### config.mk
export PLATFORM = sky130hd
export DESIGN_NAME = cmad_decoder
export DESIGN_NICKNAME = d
export VERILOG_FILES = /design/src/rtl/cmad_pkg.sv /design/src/rtl/cmad_decoder.sv /design/src/rtl/cmad_pin_sync.sv
export SDC_FILE = /design/constraint.sdc
export NUM_CORES = 1
export LEC_CHECK = 0
export ABC_AREA = 0
export ABC_CLOCK_PERIOD_IN_PS = 2750
export BUFFER_PORTS_ARGS = -buffer_cell sky130_fd_sc_hd__buf_2
export CORE_MARGIN = 2
export CORE_UTILIZATION = 41
export CTS_BUF_LIST = sky130_fd_sc_hd__clkbuf_8
export DETAILED_ROUTE_END_ITERATION = 7
export PLACE_DENSITY_LB_ADDON = 0.15
export SYNTH_ARGS = -nofsm -noshare
export SYNTH_HDL_FRONTEND = slang
export SYNTH_SLANG_ARGS = --single-unit
export TNS_END_PERCENT = 100
### constraint.sdc
create_clock -name I_CLK -period 2.75 [get_ports I_CLK]
set_input_delay 0.55 -clock I_CLK [delete_from_list [all_inputs] [get_ports I_CLK]]
set_output_delay 0.55 -clock I_CLK [all_outputs]
set_load 0.01 [all_outputs]
### src/rtl/cmad_pkg.sv
// constants and types of the core module address decoder
// assumes one processor bus clock and 32-bit byte addresses
//
// Behaviour
// board attached, remap clear after reset: low 256KB goes to boot memory
// board attached, remap set: low 256KB goes to on-board synchronous SRAM
// no board attached: low 256KB always goes to synchronous SRAM
// remap bit, bit two of control register, matters only while attached
// 256MB SDRAM window from zero; accesses from 0x00040000 reach SDRAM
// smaller SDRAM fitted: upper address bits ignored, image repeats
// lowest 256KB never reaches SDRAM; use repeat image or alias
// full 256MB SDRAM: first 256KB reachable only via global alias
// 8MB region at 0x10800000 reaches SRAM, 256KB image repeating
// attached: accesses at or above 0x11000000 go to the system bus
// SDRAM reachable by all bus masters at alias, locally at both
// global alias base follows stack position, no software setting
// status shows stack position so software finds its alias address
// local access to own alias address travels out over system bus
// attached motherboard holds attach-detect line permanently low
// 8MB region at 0x10000000 decodes to the module register block
// no board attached: accesses at or above 0x11000000 abort
package cmad_pkg;
   // ----------------------------------------------------------------
   // address map
   // ----------------------------------------------------------------
   localparam logic [31:0] LOW_SIZE = 32'h0004_0000;
   localparam logic [31:0] SDRAM_TOP = 32'h1000_0000;
   localparam logic [31:0] REG_BASE = 32'h1000_0000;
   localparam logic [31:0] SRAM_ALIAS_BASE = 32'h1080_0000;
   localparam logic [31:0] SYSBUS_BASE = 32'h1100_0000;
   localparam logic [31:0] SRAM_MASK = 32'h0003_FFFF;
   localparam logic [31:0] REG_MASK = 32'h007F_FFFF;
   // module_control_reg address and remap field position
   localparam logic [31:0] CTRL_ADDR = 32'h1000_000C;
   localparam int REMAP_BIT = 2;
   localparam logic REMAP_RST = 1'b0;
   // global alias of local SDRAM: base plus position times window
   localparam logic [31:0] ALIAS_BASE0 = 32'h8000_0000;
   localparam logic [31:0] ALIAS_STEP = 32'h1000_0000;
   // fitted SDRAM size code: log2 bytes is SZ_LOG2_MIN plus code
   localparam int SZ_LOG2_MIN = 24;
   localparam logic [2:0] SZ_CODE_MAX = 3'h4;

   // ----------------------------------------------------------------
   // types
   // ----------------------------------------------------------------
   typedef enum logic [2:0] {
      TGT_NONE = 3'b000,
      TGT_SRAM = 3'b001,
      TGT_BOOT = 3'b010,
      TGT_SDRAM = 3'b011,
      TGT_REGS = 3'b100,
      TGT_SYSBUS = 3'b101,
      TGT_ABORT = 3'b110
   } cmad_tgt_t;

   typedef struct packed {
      logic valid;
      logic write;
      logic [31:0] addr;
      logic [31:0] wdata;
   } cmad_req_t;

   typedef struct packed {
      logic valid;
      cmad_tgt_t tgt;
      logic [31:0] addr;
   } cmad_route_t;
endpackage : cmad_pkg

### src/rtl/cmad_decoder.sv
// address decoder of the core module: steers each processor access
// to SRAM, boot memory, SDRAM, registers, system bus or abort
// assumes requests are one-cycle strobes on I_CLK, and that the
// register block sits outside and sees the same write to control
`timescale 1ns/100ps
module cmad_decoder #(
   parameter int STACK_W = 2
) (
   // clock, reset, enable
   input wire logic I_CLK,
   input wire logic I_RSTN,
   input wire logic I_CE,
   // pins from the board stack
   input wire logic I_BOARD_ATTACH_DETECT_N,
   input wire logic [STACK_W-1:0] I_STACK_POS,
   // fitted SDRAM size code, same clock
   input wire logic [2:0] I_SDRAM_SZ,
   // processor access
   input wire logic I_REQ,
   input wire logic I_WRITE,
   input wire logic [31:0] I_ADDR,
   input wire logic [31:0] I_WDATA,
   // routed access
   output logic O_VALID,
   output logic [2:0] O_TGT,
   output logic [31:0] O_ADDR,
   // inbound system bus access
   input wire logic I_SB_REQ,
   input wire logic [31:0] I_SB_ADDR,
   output logic O_SB_HIT,
   output logic [31:0] O_SB_ADDR,
   // status for module_status_reg
   output logic O_ATTACHED,
   output logic O_REMAP,
   output logic [STACK_W-1:0] O_STACK_POS,
   output logic [31:0] O_ALIAS_BASE
);
   if (STACK_W < 1 || STACK_W > 4) begin : g_bad_stack
      $error("cmad_decoder: STACK_W must be 1 to 4");
   end

   // ----------------------------------------------------------------
   // functions
   // ----------------------------------------------------------------
   // fold an address into the fitted SDRAM so smaller parts repeat
   function automatic logic [31:0] fold(input logic [31:0] a,
                                        input logic [2:0] sz);
      logic [2:0] c;
      logic [31:0] m;
      c = (sz > cmad_pkg::SZ_CODE_MAX) ? cmad_pkg::SZ_CODE_MAX : sz;
      m = (32'h0000_0001 << (cmad_pkg::SZ_LOG2_MIN + int'(c))) - 32'h1;
      return a & m;
   endfunction : fold

   // pick the target of a processor address
   function automatic cmad_pkg::cmad_tgt_t decode(input logic [31:0] a,
                                                  input logic att,
                                                  input logic rmp);
      if (a < cmad_pkg::LOW_SIZE) begin
         // remap counts only while attached
         decode = (att && !rmp) ? cmad_pkg::TGT_BOOT
                                : cmad_pkg::TGT_SRAM;
      end else if (a < cmad_pkg::SDRAM_TOP) begin
         decode = cmad_pkg::TGT_SDRAM;
      end else if (a < cmad_pkg::SRAM_ALIAS_BASE) begin
         decode = cmad_pkg::TGT_REGS;
      end else if (a < cmad_pkg::SYSBUS_BASE) begin
         decode = cmad_pkg::TGT_SRAM;
      end else begin
         // own alias included: goes out and back over the bus
         decode = att ? cmad_pkg::TGT_SYSBUS
                      : cmad_pkg::TGT_ABORT;
      end
   endfunction : decode

   // ----------------------------------------------------------------
   // reset release and pin capture
   // ----------------------------------------------------------------
   logic rst_s1;
   logic rst_n;
   logic det_n;
   logic [STACK_W-1:0] pos;

   // async assert, release through two flops
   always_ff @(posedge I_CLK or negedge I_RSTN) begin
      if (!I_RSTN) begin
         rst_s1 <= 1'b0;
         rst_n <= 1'b0;
      end else begin
         rst_s1 <= 1'b1;
         rst_n <= rst_s1;
      end
   end

   // detect idles high: the far side grounds it when fitted
   cmad_pin_sync #(.W(1), .RST(1'b1)) u_det_sync (
      .clk(I_CLK),
      .rst_n(rst_n),
      .ce(I_CE),
      .d(I_BOARD_ATTACH_DETECT_N),
      .q(det_n)
   );

   cmad_pin_sync #(.W(STACK_W), .RST('0)) u_pos_sync (
      .clk(I_CLK),
      .rst_n(rst_n),
      .ce(I_CE),
      .d(I_STACK_POS),
      .q(pos)
   );

   // ----------------------------------------------------------------
   // remap shadow and status
   // ----------------------------------------------------------------
   cmad_pkg::cmad_req_t req;
   logic remap;
   logic next_remap;
   logic attached;
   logic [STACK_W-1:0] stack_pos;
   logic [31:0] alias_base;
   logic [31:0] next_alias_base;

   assign req = '{valid: I_REQ, write: I_WRITE, addr: I_ADDR,
                  wdata: I_WDATA};

   // remap follows word writes to module_control_reg
   always_comb begin
      next_remap = remap;
      if (req.valid && req.write && req.addr == cmad_pkg::CTRL_ADDR) begin
         next_remap = req.wdata[cmad_pkg::REMAP_BIT];
      end
      // alias base derived from stack slot, never from software
      next_alias_base = cmad_pkg::ALIAS_BASE0
                      + cmad_pkg::ALIAS_STEP * 32'(pos);
   end

   always_ff @(posedge I_CLK or negedge rst_n) begin
      if (!rst_n) begin
         remap <= cmad_pkg::REMAP_RST;
         attached <= 1'b0;
         stack_pos <= '0;
         alias_base <= cmad_pkg::ALIAS_BASE0;
      end else if (I_CE) begin
         remap <= next_remap;
         attached <= !det_n;
         stack_pos <= pos;
         alias_base <= next_alias_base;
      end
   end

   // ----------------------------------------------------------------
   // local route, one cycle after the request
   // ----------------------------------------------------------------
   cmad_pkg::cmad_route_t route;
   cmad_pkg::cmad_route_t next_route;

   // decode uses the attach and remap state held before this request
   always_comb begin
      next_route.valid = req.valid;
      next_route.tgt = cmad_pkg::TGT_NONE;
      next_route.addr = 32'h0000_0000;
      if (req.valid) begin
         next_route.tgt = decode(req.addr, attached, remap);
         case (next_route.tgt)
            cmad_pkg::TGT_SDRAM: begin
               next_route.addr = fold(req.addr, I_SDRAM_SZ);
            end
            cmad_pkg::TGT_SRAM: begin
               next_route.addr = req.addr & cmad_pkg::SRAM_MASK;
            end
            cmad_pkg::TGT_REGS: begin
               next_route.addr = req.addr & cmad_pkg::REG_MASK;
            end
            cmad_pkg::TGT_BOOT, cmad_pkg::TGT_SYSBUS: begin
               next_route.addr = req.addr;
            end
            default: begin
               next_route.addr = 32'h0000_0000;
            end
         endcase
      end
   end

   always_ff @(posedge I_CLK or negedge rst_n) begin
      if (!rst_n) begin
         route <= '{valid: 1'b0, tgt: cmad_pkg::TGT_NONE, addr: '0};
      end else if (I_CE) begin
         route <= next_route;
      end
   end

   // ----------------------------------------------------------------
   // inbound route: other masters reach SDRAM at the alias
   // ----------------------------------------------------------------
   logic sb_hit;
   logic next_sb_hit;
   logic [31:0] sb_addr;
   logic [31:0] next_sb_addr;
   logic [31:0] sb_off;

   // only while on a board is there a bus to come from
   always_comb begin
      sb_off = I_SB_ADDR - alias_base;
      next_sb_hit = I_SB_REQ && attached && I_SB_ADDR >= alias_base
                 && sb_off < cmad_pkg::ALIAS_STEP;
      // the whole window, first 256KB included, lands in SDRAM
      next_sb_addr = next_sb_hit ? fold(sb_off, I_SDRAM_SZ)
                                 : 32'h0000_0000;
   end

   always_ff @(posedge I_CLK or negedge rst_n) begin
      if (!rst_n) begin
         sb_hit <= 1'b0;
         sb_addr <= '0;
      end else if (I_CE) begin
         sb_hit <= next_sb_hit;
         sb_addr <= next_sb_addr;
      end
   end

   // outputs straight from flops
   assign O_VALID = route.valid;
   assign O_TGT = route.tgt;
   assign O_ADDR = route.addr;
   assign O_SB_HIT = sb_hit;
   assign O_SB_ADDR = sb_addr;
   assign O_ATTACHED = attached;
   assign O_REMAP = remap;
   assign O_STACK_POS = stack_pos;
   assign O_ALIAS_BASE = alias_base;
endmodule : cmad_decoder

### src/rtl/cmad_pin_sync.sv
// three-stage synchroniser with agreement filter for slow pins
// assumes the pin changes rarely compared with the clock
`timescale 1ns/100ps
module cmad_pin_sync #(
   parameter int W = 1,
   parameter logic [W-1:0] RST = '0
) (
   // clock and reset
   input wire logic clk,
   input wire logic rst_n,
   input wire logic ce,
   // pin in, filtered level out
   input wire logic [W-1:0] d,
   output logic [W-1:0] q
);
   logic [W-1:0] s1;
   logic [W-1:0] s2;
   logic [W-1:0] s3;
   logic [W-1:0] next_q;

   if (W < 1) begin : g_bad_w
      $error("cmad_pin_sync: width below one");
   end

   // change taken once the second and third stages agree
   always_comb begin
      next_q = (s2 == s3) ? s3 : q;
   end

   // s1 feeds s2 only, to keep metastability away from the filter
   always_ff @(posedge clk or negedge rst_n) begin
      if (!rst_n) begin
         s1 <= RST;
         s2 <= RST;
         s3 <= RST;
         q <= RST;
      end else if (ce) begin
         s1 <= d;
         s2 <= s1;
         s3 <= s2;
         q <= next_q;
      end
   end
endmodule : cmad_pin_sync

**Word level (Yosys, flattened, before mapping)**

Index checks and enable logic that the tools add are counted.

- Bits in registers: 119
- Latch bits: 0
- Memory bits (writable): 0
- ROM bits: 0
- Input port bits: 108
- Output and inout port bits: 105
- Word-level logic and storage cells: 64
- Memories: 0

- Add/sub/neg operators: 4
- $mul: 0
- Div/mod/pow operators: 0
- Order comparisons: 7
- Eq/ne operators: 8
- Shifts and indexed selects: 1
- Mux-type cells: 11
- Bitwise operators: 2
- Reduce and logical (&&, ||, !) cells: 12

Operators by type and width:

| operator | count |
|---|---|
| $lt A32 B29 Y1 const B | 4 |
| $pmux W32 S4 | 1 |
| $and A32 B32 Y32 | 2 |
| $mux W35 | 1 |
| $add A32 B30 Y32 const A | 1 |
| $eq A32 B29 Y1 const B | 1 |
| $ge A32 B32 Y1 | 1 |
| $lt A32 B19 Y1 const B | 1 |
| $mux W32 | 1 |
| $shl A1 B6 Y32 const A | 1 |
| $sub A32 B1 Y32 const B | 1 |
| $sub A32 B32 Y32 | 1 |
| $mux W3 | 6 |
| $add A5 B3 Y6 const A | 1 |
| $eq A3 B2 Y1 const B | 2 |
| $eq A3 B3 Y1 const B | 2 |
| $logic_and A1 B1 Y1 | 6 |
| $reduce_and A2 Y1 | 3 |
| $mux W2 | 2 |
| $eq A3 B1 Y1 const B | 1 |
| $gt A3 B3 Y1 const B | 1 |
| $eq A2 B2 Y1 | 1 |
| $logic_not A1 Y1 | 2 |
| $reduce_or A2 Y1 | 1 |
| $eq A1 B1 Y1 | 1 |

**Depth between registers and ports, before layout**

Gate-level depths: netlist of the first run.

- Depth in word-level cells: 10
- Mapped depth: 9
- Gate-level depth less buffers: 7

**Modules after synthesis**

From an unflattened synthesis of the first run, not the netlist that was laid out.

- Cell total of the unflattened synthesis: 311
- Area, all modules: 3831.2 sq um

Modules (own cells, without submodules):

| module | times used | cells each | area an instance (sq um) | sequential area each (sq um) |
|---|---|---|---|---|
| cmad_decoder | 1 | 274 | 3318.2 | 1876.8 |
| cmad_pin_sync at u_pos_sync | 1 | 27 | 351.6 | 200.2 |
| cmad_pin_sync at u_det_sync | 1 | 10 | 161.4 | 105.1 |

**Least setup slack after synthesis of the first run**

OpenSTA, ideal clock, no wires.

- Path type: input to register
- From: in I_SB_ADDR[28]
- To: reg sb_addr[10] (netlist: O_SB_ADDR[10])
- Library setup time: 66 ps
- Arrival: 2164 ps
- Required time: 2684 ps
- Setup slack: 520 ps
- Stages: 9
- Path buffers: 2
- Path through: inv_1 ha_1 inv_1 fa_1 or3b_1 a2111oi_2 buf_2 buf_4 a22o_1

- Longest elaborated chain between the ends: 4
- Elaborated cells on any way between the ends: 6
- Classes of those cells: add/sub: 1; order compare: 2; mux: 1; reduce/logical: 2

Ends and longest elaborated chain:

| what | RTL line | RTL |
|---|---|---|
| from (decl) | cmad_decoder.sv:29 | `input wire logic [31:0] I_SB_ADDR,` |
| $sub A32 B32 Y32 / $ge A32 B32 Y1 (equally long branches) | cmad_decoder.sv:203, cmad_decoder.sv:204 |  |
| $lt A32 B29 Y1 / $logic_and A1 B1 Y1 (equally long branches) | cmad_decoder.sv:205, cmad_decoder.sv:204 |  |
| $logic_and A1 B1 Y1 * | cmad_decoder.sv:205 | `&& sb_off < cmad_pkg::ALIAS_STEP;` |
| $mux W32 * | cmad_decoder.sv:207 | `next_sb_addr = next_sb_hit ? fold(sb_off, I_SDRAM_SZ)` |
| to (signal assigned) | cmad_decoder.sv:217 | `sb_addr <= next_sb_addr;` |
| to (decl) | cmad_decoder.sv:197 | `logic [31:0] sb_addr;` |

Mark *: on every way between the ends. The rest lies on a longest branch, timed or not.
A chain may end at the register's enable or synchronous reset.

**Worst setup path in the final report of the first run**

- From: in I_ADDR[27]
- To: reg route (netlist bit O_ADDR[18])

- Longest elaborated chain between the ends: 10
- Elaborated cells on any way between the ends: 17
- Classes of those cells: order compare: 4; eq/ne: 5; mux: 7; reduce/logical: 1

Ends and longest elaborated chain:

| what | RTL line | RTL |
|---|---|---|
| from (decl) | cmad_decoder.sv:21 | `input wire logic [31:0] I_ADDR,` |
| $lt A32 B29 Y1 | cmad_decoder.sv:67 | `end else if (a < cmad_pkg::SYSBUS_BASE) begin` |
| $mux W3 | cmad_decoder.sv:67 |  |
| $mux W3 | cmad_decoder.sv:65 | `end else if (a < cmad_pkg::SRAM_ALIAS_BASE) begin` |
| $mux W3 | cmad_decoder.sv:63 | `end else if (a < cmad_pkg::SDRAM_TOP) begin` |
| $mux W3 * | cmad_decoder.sv:59 | `if (a < cmad_pkg::LOW_SIZE) begin` |
| $mux W3 * | cmad_decoder.sv:162 | `if (req.valid) begin` |
| $eq A3 B2 Y1 / $eq A3 B3 Y1 (equally long branches) | cmad_decoder.sv:164 | `case (next_route.tgt)` |
| $reduce_or A2 Y1 | cmad_decoder.sv:164 |  |
| $pmux W32 S4 * | cmad_decoder.sv:164 |  |
| $mux W35 * | cmad_decoder.sv:162 |  |
| to (signal assigned) | cmad_decoder.sv:186 | `route <= '{valid: 1'b0, tgt: cmad_pkg::TGT_NONE, addr: '0};` |
| to (signal assigned) | cmad_decoder.sv:188 | `route <= next_route;` |
| to (decl) | cmad_decoder.sv:154 | `cmad_pkg::cmad_route_t route;` |

Mark *: on every way between the ends. The rest lies on a longest branch, timed or not. The select of a mux whose other input is x is not followed.

==> results.cfg, run 1 <==
[clocking]
cts.sinks = 87
cts_root_buffer = clkbuf_8
cts_buffers = 9
cts_tree = built
clockBufferDepth = 2
post_cts_resized = 0
clk_pin_slew_ns = 0.09
worstSkewPairLatency_ns = 0.34
ctsHtreeMaxLevel = 3

[yosys]
synth_area_sq_mm = 0.00381
synthTopCellsByCount = dfrtp_1, a22o_1, buf_4, nand2_1
async_reset_ff_share_pct = 100
seq_area_frac_synth_pct = 57.3
yosysUniqueCellTypes = 48
yosysMostFrequentCell = dfrtp_1
synth_area_leaders = dfrtp_1, a22o_1, buf_4
synth_area_leader_cell = dfrtp_1
synth-seq-cells = 87
synth_top_area_share_pct = 54.5
syn_inst = 309
synth_flop_cell = dfrtp_1
synth_area_per_cell_sq_um = 12.3
synth-edff-count = 0
yosysWarnings = 0

[worst_setup_path]
crit_path_top_delay_cell = nor4_2
slowest_delay_ns = 0.58
worstPathArrival_ns = 2.36
crit_fanout = 6
worstSetupPathType = input pin to register
endpoint_kind = register
cp_cell_sequence = buf_2 -> nor4_2 -> nand2_1 -> a22oi_1 -> a21boi_2 -> o21ai_0
cp_data_required_time_ns = 2.96
start_kind = input pin

[global_route]
grt_pass1_wl_microns = 14300
grtUsageMet1_pct = 26.1
overflow = 0
met2_usage_pct = 26.3
antenna_found_initial = 0
met3_usage_pct = 4.32
track_usage_pct = 18.0
busiest_layer = met2
grt_max_degree = 86
grt_pass1_vias = 2849

[flow_run]
maxCapViolCount = 0

[sta]
report.final.slew_viol_count = 0
fin_tns_setup_ns = 0
fin_worst_skew_ns = 0.0159
clock.fmax_mhz = 465
min_period_over_period_pct = 78.3
slew_headroom_pct = 27.5
finalHoldViolations = 0
worst_pin_slew_ns = 1.09
period_minus_slack_ns = 2.15
finalSetupViolations = 0
rsz0062_at_grt = no

[power]
leakagePower_nw = 2.54
peakVddDrop_mv = 0.324
power_density_mw_per_mm2 = 615

[placement]
portBuffers = 151
globalplace.congestion = 0.757
dp_hpwl_microns = 6340
dp_cells = 559

[cells_and_area]
fin_util_pct = 52.4
area_growth_pct = 25.4
nets = 571
antenna-diode-count = 0
drive_gt1_share_pct = 41.9
fillers = 858
final_cell_count_no_fill = 576

[drt]
routed_wl_microns = 8910
avgViaCountPerCell = 5.11
ant_nets = 0
drcViolationCount = 0
routedWlPerCell_microns = 15.5
drt_iter0_drc = 97
drt-pass1-iter-count = 4
vias = 2944

[floorplan]
pin_count = 213
fp.coreArea_sq_mm = 0.00911
die-area_sq_mm = 0.0101
initial_core_util_pct = 41.8
die_h_microns = 100
rows = 35
die_width_microns = 100

[outcome]
outcome = completed

[min_path]
hp-class = register to register
[placed cells by master (no fill, tap or decap), types with 5 or more instances in the layout]
master / n
buf_2: 151
dfrtp_1: 82
a22o_1: 50
conb_1: 31
nand2_1: 14
mux2_2: 9
nor2_1: 9
clkbuf_8: 9
inv_1: 8
a21oi_1: 8
o21ai_0: 6
buf_4: 6
nor2b_1: 5
a32o_1: 5
nor4_1: 5
a32oi_1: 5
[layout make-up]
cell class | count | area (sq um) | share of cell area (%)
sequential | 87 | 2190 | 45.8
clock buffer | 9 | 124 | 2.59
multi-input combinational | 197 | 1420 | 29.6
clock inverter | 7 | 60.1 | 1.26
inverter | 6 | 22.5 | 0.471
timing repair buffer | 159 | 831 | 17.4
tap | 111 | 139 | 2.91
[worst max-delay path: cells and delay by family]
| family | cells | cell delay (ns) |
|---|---|---|
| AND/OR/NAND/NOR | 2 | 0.81 |
| buffers and inverters | 1 | 0.13 |
| AO/OA/AOI/OAI | 3 | 0.87 |
[registers in the layout, indices dropped and copies added, names as in the netlist]
signal and count:
u_pos_sync.s2 2, O_SB_HIT 1, O_ATTACHED 1, u_det_sync.q 1, O_REMAP 1, u_det_sync.s1 1, O_ADDR 32, O_VALID 1
O_SB_ADDR 32, u_det_sync.s2 1, O_ALIAS_BASE 2, O_TGT 3, u_det_sync.s3 1, u_pos_sync.q 2, rst_n 1, rst_s1 1
u_pos_sync.s3 2, u_pos_sync.s1 2
[cell families after synthesis]
group | synth area share, %
buffers and inverters | 8.77
AOI/OAI and AO/OA | 21.5
xor gates and xnor gates | 0.460
adders and majority gates | 1.18
muxes | 2.96
DFF | 57.3
other | 0.197
and+or+nand+nor | 7.65
[metrics by stage]
stage	total power, W	area (sq um)	hold slack [ns]	setup WS [ns]
final	0.00294	4780	0.361	0.598
after detailed placement	0.00212	4580	0.338	0.322
after global placement	0.00210	4580	0.335	0.398
after CTS	0.00298	4780	0.361	0.608
after global routing	0.00311	4780	0.389	0.443
after floorplan	0.00190	3920	0.254	0.154
[report_power, final]
part	internal (W)	switching [W]
Sequential	0.00142	0.000107
Clock	0.000410	0.000439
Combinational	0.000262	0.000304
Total	0.00209	0.000850
[metal layers]
layer / vias up / share of wire, %
met5: - / 0
met4: 0 / 0.93
met3: 7 / 6.4
met2: 116 / 45
met1: 1437 / 48
li1: 1384 / -
[path summary, 6_finish.rpt]
check | start | to | slack [ns] | cells after the start
setup / recovery | I_ADDR[27] | O_ADDR[18] | 0.60 | 6
hold / removal | rst_s1 | rst_n | 0.36 | 0
setup reg to reg | O_ALIAS_BASE[28] | O_SB_ADDR[24] | 0.64 | 7
hold reg to reg | rst_s1 | rst_n | 0.36 | 0
max in group asynchronous | rst_n | O_REMAP | 1.49 | 0
min in group asynchronous | I_RSTN | rst_n | 0.50 | 2
[repair_timing]
item                                   4_1_cts  5_1_grt
endpoints found under the hold margin        2        0
setup buffers                                0        0
hold buffers                                 1        0
Power figures use the tool's default switching activity.
==> run 2, diff against run 1 <==
- ABC_AREA: 0 -> 1
- ABC_CLOCK_PERIOD_IN_PS: 2750 -> 1860
- CORE_UTILIZATION: 41 -> 42
- clock period: 2.75 -> 1.86 ns (I/O delays scaled with it)
==> run 2 against run 1 <==
Effect of this change:
- power is 44% higher
- cell area is 8.6% higher
- sequential share of layout area is 3.6 points lower
==> results.cfg, run 2 <==
[sta]
clock.fmax_mhz = 549
rsz0062_at_grt = yes
fin_tns_setup_ns = 0
slew_headroom_pct = 62.3
finalHoldViolations = 0
report.final.slew_viol_count = 0
finalSetupViolations = 0
worst_pin_slew_ns = 0.566
fin_worst_skew_ns = 0.0129
fin_ws_ns = 0.0370
period_minus_slack_ns = 1.82
min_period_over_period_pct = 98.0
holdWs_ns = 0.212

[cells_and_area]
layout.cells.most_common_list = nand2_1, buf_2, dfrtp_1
final_cell_area_sq_mm = 0.00519
antenna-diode-count = 0
final_common_cell = nand2_1
final_cell_count_no_fill = 768
fillers = 928
area_growth_pct = 28.1
drive_gt1_share_pct = 35.2
nets = 746

[drt]
vias = 3469
routed_wl_microns = 9800
drt-pass1-iter-count = 4
routedWlPerCell_microns = 12.8
drt_iter0_drc = 121
drcViolationCount = 0
ant_nets = 0
avgViaCountPerCell = 4.52

[global_route]
overflow = 0
grt_pass1_vias = 3244
antenna_found_initial = 0
track_usage_pct = 18.4
grtUsageMet1_pct = 23.8
grt_max_degree = 55
grt_pass1_wl_microns = 15100
met2_usage_pct = 29.8
met3_usage_pct = 5.54
busiest_layer = met2

[yosys]
synth_area_per_cell_sq_um = 8.48
synth-edff-count = 0
seq_area_frac_synth_pct = 53.9
synth_area_sq_mm = 0.00405
synth-seq-cells = 87
synthTopCellsByCount = nand2_1, dfrtp_1, inv_1, o21ai_0
synth_area_leader_cell = dfrtp_1
yosysWarnings = 0
syn_inst = 478
synth_area_leaders = dfrtp_1, nand2_1, o21ai_0
async_reset_ff_share_pct = 100
synth_flop_cell = dfrtp_1
synth_top_area_share_pct = 51.3
yosysUniqueCellTypes = 35
yosysMostFrequentCell = nand2_1

[worst_setup_path]
endpoint_kind = register
worstPathArrival_ns = 2.10
cp_cell_sequence = ha_2 -> inv_2 -> fa_2 -> nor2_4 -> o2111ai_4 -> clkbuf_16 -> o21ai_2
crit_fanout = 7
worstSetupPathType = register to register
r2r_slack_ns = 0.04
r2r_cells = 7
slowest_delay_ns = 0.44
cp_data_required_time_ns = 2.14
crit_path_top_delay_cell = fa_2
start_kind = register

[floorplan]
die-area_sq_mm = 0.0104
initial_core_util_pct = 43.6
pin_count = 213
die_h_microns = 102
die_width_microns = 102
rows = 35
fp.coreArea_sq_mm = 0.00928

[placement]
dp_cells = 748
placedInstanceArea_sq_mm = 0.00485
portBuffers = 151
place_ws_ns = -0.102
dp_hpwl_microns = 6980
globalplace.congestion = 0.779

[clocking]
clockBufferDepth = 2
cts_tree = built
worstSkewPairLatency_ns = 0.35
cts_root_buffer = clkbuf_8
cts.sinks = 87
ctsHtreeMaxLevel = 3
clk_pin_slew_ns = 0.09
cts_buffers = 9

[power]
power_density_mw_per_mm2 = 817
peakVddDrop_mv = 0.354
leakagePower_nw = 2.99

[min_path]
hp-class = register to asynchronous set/reset pin

[flow_run]
maxCapViolCount = 0

[outcome]
outcome = completed
-- run 2: changes by cell type in the layout (fill, tap and decap cells not counted), moves of 22 or more --
cell / delta
o21ai_0: +25
a22o_1: -49
o21ai_2: +25
nor2_1: +22
nand2_1: +143
inv_1: +44
-- run 2: worst paths after layout --
check | start | endpoint
min reg2reg | rst_n | O_SB_ADDR[12]
max reg2reg | O_ALIAS_BASE[28] | O_SB_ADDR[12]
max | O_ALIAS_BASE[28] | O_SB_ADDR[12]
max in group asynchronous | rst_n | O_SB_ADDR[5]
min in group I_CLK | I_BOARD_ATTACH_DETECT_N | u_det_sync.s1
min | rst_n | O_SB_ADDR[12]
-- run 2: through the flow --
step                utilization, %  power [W]
global placement              52.2    0.00294
global route                  55.9    0.00450
floorplan                        -    0.00268
finish                        55.9    0.00424
detailed placement            52.2    0.00297
CTS                           54.3    0.00423
-- run 2: cell type report --
cell class	count	area, sq um	share of cell area, %
timing repair buffer	166	935	18.0
multi-input combinational	315	1520	29.2
sequential	87	2190	42.1
clock buffer	9	124	2.39
inverter	56	210	4.05
tap	129	161	3.11
clock inverter	6	57.6	1.11
-- run 2: worst max-delay path: cells and delay by family (launching register included) --
kind	cells	cell delay, ns
adder cells (fa/ha/maj)	2	0.61
flip-flops	1	0.39
buffers and inverters	2	0.31
AO/OA/AOI/OAI	2	0.34
AND/OR/NAND/NOR	1	0.11
-- run 2: per-layer routing --
layer / vias up / share of wire (%)
met4: 0 / 1.1
li1: 1729 / -
met2: 124 / 48
met5: - / 0
met1: 1607 / 43
met3: 9 / 8.1
-- run 2: repair_timing --
| action | CTS | global route |
|---|---|---|
| hold buffers | 1 | 0 |
| endpoints found under the setup margin | 0 | 18 |
| gates resized for setup | 0 | 40 |
| setup buffers | 0 | 1 |
| endpoints found under the hold margin | 2 | 0 |
-- run 2: cell families (layout without fill, tap and decap cells) --
family | after synthesis | after routing | share of synthesized area [%]
AO/OA/AOI/OAI | 67 | 67 | 10.1
XOR/XNOR | 1 | 1 | 0.216
adder cells (fa/ha/maj) | 3 | 3 | 1.11
buffers and inverters | 105 | 237 | 13.4
flip-flops | 87 | 87 | 53.9
multiplexers | 1 | 1 | 0.278
other | 2 | 31 | 0.185
AND/OR/NAND/NOR | 212 | 212 | 20.9
-- run 2: power by group --
group | switching (W) | internal, W
combinational | 0.000504 | 0.000337
sequential | 0.0000988 | 0.00205
clock | 0.000649 | 0.000602
==> run 3, diff against run 2 <==
==> constraint.sdc (replaced) <==
create_clock -name I_CLK -period 1.86 [get_ports I_CLK]
set_input_delay 0.093 -clock I_CLK [delete_from_list [all_inputs] [get_ports I_CLK]]
set_output_delay 0.093 -clock I_CLK [all_outputs]
set_load 0.01 [all_outputs]
==> run 3 against run 2 <==
Effect of this change:
- wire length grew 1.6%
- hold slack worse by 0.20 ns
- final cell count is 3.9% higher
- first-iteration DRC count is 32% lower
- sequential share of layout area down 1.7 points
- critical path type unchanged
- non-clock buffer count rose by 29
- combinational power rose by 0.7%
- utilization is 2.4 points higher
- cell area up 4.3%
- worst setup slack gained 0.019 ns
- sequential power about the same
==> results.cfg, run 3 (synthesis gave the netlist of run 2 again) <==
[worst_setup_path]
crit_path_top_delay_cell = fa_1
crit_fanout = 29
worstPathArrival_ns = 2.08
slowest_delay_ns = 0.43
critical_path.top_delay_family = adder cells
cp_cell_sequence = ha_2 -> inv_2 -> fa_1 -> nor2_2 -> o2111ai_2 -> buf_12 -> o21ai_0
cp_data_required_time_ns = 2.13
start_kind = register
endpoint_kind = register
path_buf_inv = 2
worstSetupPathType = register to register

[drt]
avgViaCountPerCell = 4.51
drcViolationCount = 0
ant_nets = 0
drt-pass1-iter-count = 4
drt_iter0_drc = 82
vias = 3599
routedWlPerCell_microns = 12.5
routed_wl_microns = 9950

[cells_and_area]
fin_util_pct = 58.3
fillers = 894
area_growth_pct = 33.6
layout.cells.most_common_list = nand2_1, buf_2, dfrtp_1
final_common_cell = nand2_1
final_cell_area_sq_mm = 0.00541
multiInputGateArea_sq_mm = 0.00146
antenna-diode-count = 0
drive_gt1_share_pct = 31.1
seqCellArea_sq_mm = 0.00219
nets = 775
final_cell_count_no_fill = 798

[sta]
finalHoldViolations = 0
min_period_over_period_pct = 97.0
slew_headroom_pct = 61.0
worst_pin_slew_ns = 0.585
clock.fmax_mhz = 554
fin_worst_skew_ns = 0.0135
period_minus_slack_ns = 1.80
finalSetupViolations = 0
rsz0062_at_grt = yes
report.final.slew_viol_count = 0
holdWs_ns = 0.0164

[power]
leakagePower_nw = 3.08
finalPower_w = 0.00431
peakVddDrop_mv = 0.335
power_density_mw_per_mm2 = 797

[placement]
dp_hpwl_microns = 6950
portBuffers = 151
globalplace.congestion = 0.799
placedInstanceArea_sq_mm = 0.00483
dp_cells = 745

[global_route]
antenna_found_initial = 0
track_usage_pct = 19.3
grt_max_degree = 56
grt_pass1_vias = 3503
grt_pass1_wl_microns = 15800
overflow = 0

[min_path]
hp-class = input pin to register

[clocking]
worstSkewPairLatency_ns = 0.35
ctsHtreeMaxLevel = 3
cts_tree = built
cts.sinks = 87
clk_pin_slew_ns = 0.09
cts_root_buffer = clkbuf_8
clockBufferDepth = 2
cts_buffers = 9

[floorplan]
fp.coreArea_sq_mm = 0.00928
pin_count = 213
die_h_microns = 102
die_width_microns = 102
rows = 35
die-area_sq_mm = 0.0104
initial_core_util_pct = 43.6

[outcome]
outcome = completed

[flow_run]
maxCapViolCount = 0
==> run 3: cell count changes in the layout (fill, tap and decap cells not counted), sizes merged <==
| cell | previous run | this run |
|---|---|---|
| buf | 163 | 160 |
| dlygate4sd3 | 1 | 35 |
| clkinv | 1 | 2 |
| clkinvlp | 2 | 1 |
| clkbuf | 11 | 10 |
==> run 3: final cells by class <==
| class | count | area share, % |
|---|---|---|
| Clock buffer | 10 | 2.54 |
| Timing Repair Buffer | 195 | 22.2 |
| Inverter | 56 | 3.88 |
| Clock inverter | 6 | 1.16 |
| Tap cell | 129 | 2.98 |
| Sequential cell | 87 | 40.4 |
| Multi-Input combinational cell | 315 | 26.9 |
==> run 3: stage by stage <==
| step | setup slack, ns | setup TNS [ns] |
|---|---|---|
| floorplan | 0.0711 | 0 |
| global placement | 0.0998 | 0 |
| detailed placement | -0.0338 | -0.0679 |
| CTS | -0.00233 | -0.00233 |
| global route | -0.0336 | -0.410 |
| finish | 0.0558 | 0 |
==> run 3: timing repair <==
item                                    in CTS  in global routing
hold buffers                                35                  0
buffers inserted                             0                  2
endpoints found under the setup margin      10                 29
gates resized for setup                     10                 13
hold endpoints to repair                    36                  0
==> run 3: layer usage <==
metal  GRT usage (%)  part of all wire [%]
met5               0                     0
met3            5.88                   8.0
met2            32.1                    46
met1            23.9                    44
met4            7.18                   1.3
==> run 3: final timing paths <==
kind,end,cells after the start,slack (ns),from
setup / recovery,O_SB_ADDR[20],7,0.06,O_ALIAS_BASE[28]
hold / removal,O_ADDR[11],3,0.02,I_ADDR[11]
setup reg to reg,O_SB_ADDR[20],7,0.06,O_ALIAS_BASE[28]
hold reg to reg,O_ADDR[26],0,0.27,rst_n
max in group asynchronous,O_ADDR[14],1,1.00,rst_n
min in group asynchronous,rst_s1,2,0.06,I_RSTN
==> run 3: power breakdown <==
part           leakage (nW)  switching (W)  internal (W)
Sequential             1.15       0.000107       0.00205
Clock                 0.105       0.000657      0.000653
Combinational          1.82       0.000485      0.000362
Total                  3.08        0.00125       0.00306
==> run 3: tightest hold or removal path, delay by kind of cell <==
family | cells | cell delay, ns
buffers and inverters | 1 | 0.10
AOI/OAI and AO/OA | 1 | 0.07
and+or+nand+nor | 1 | 0.05
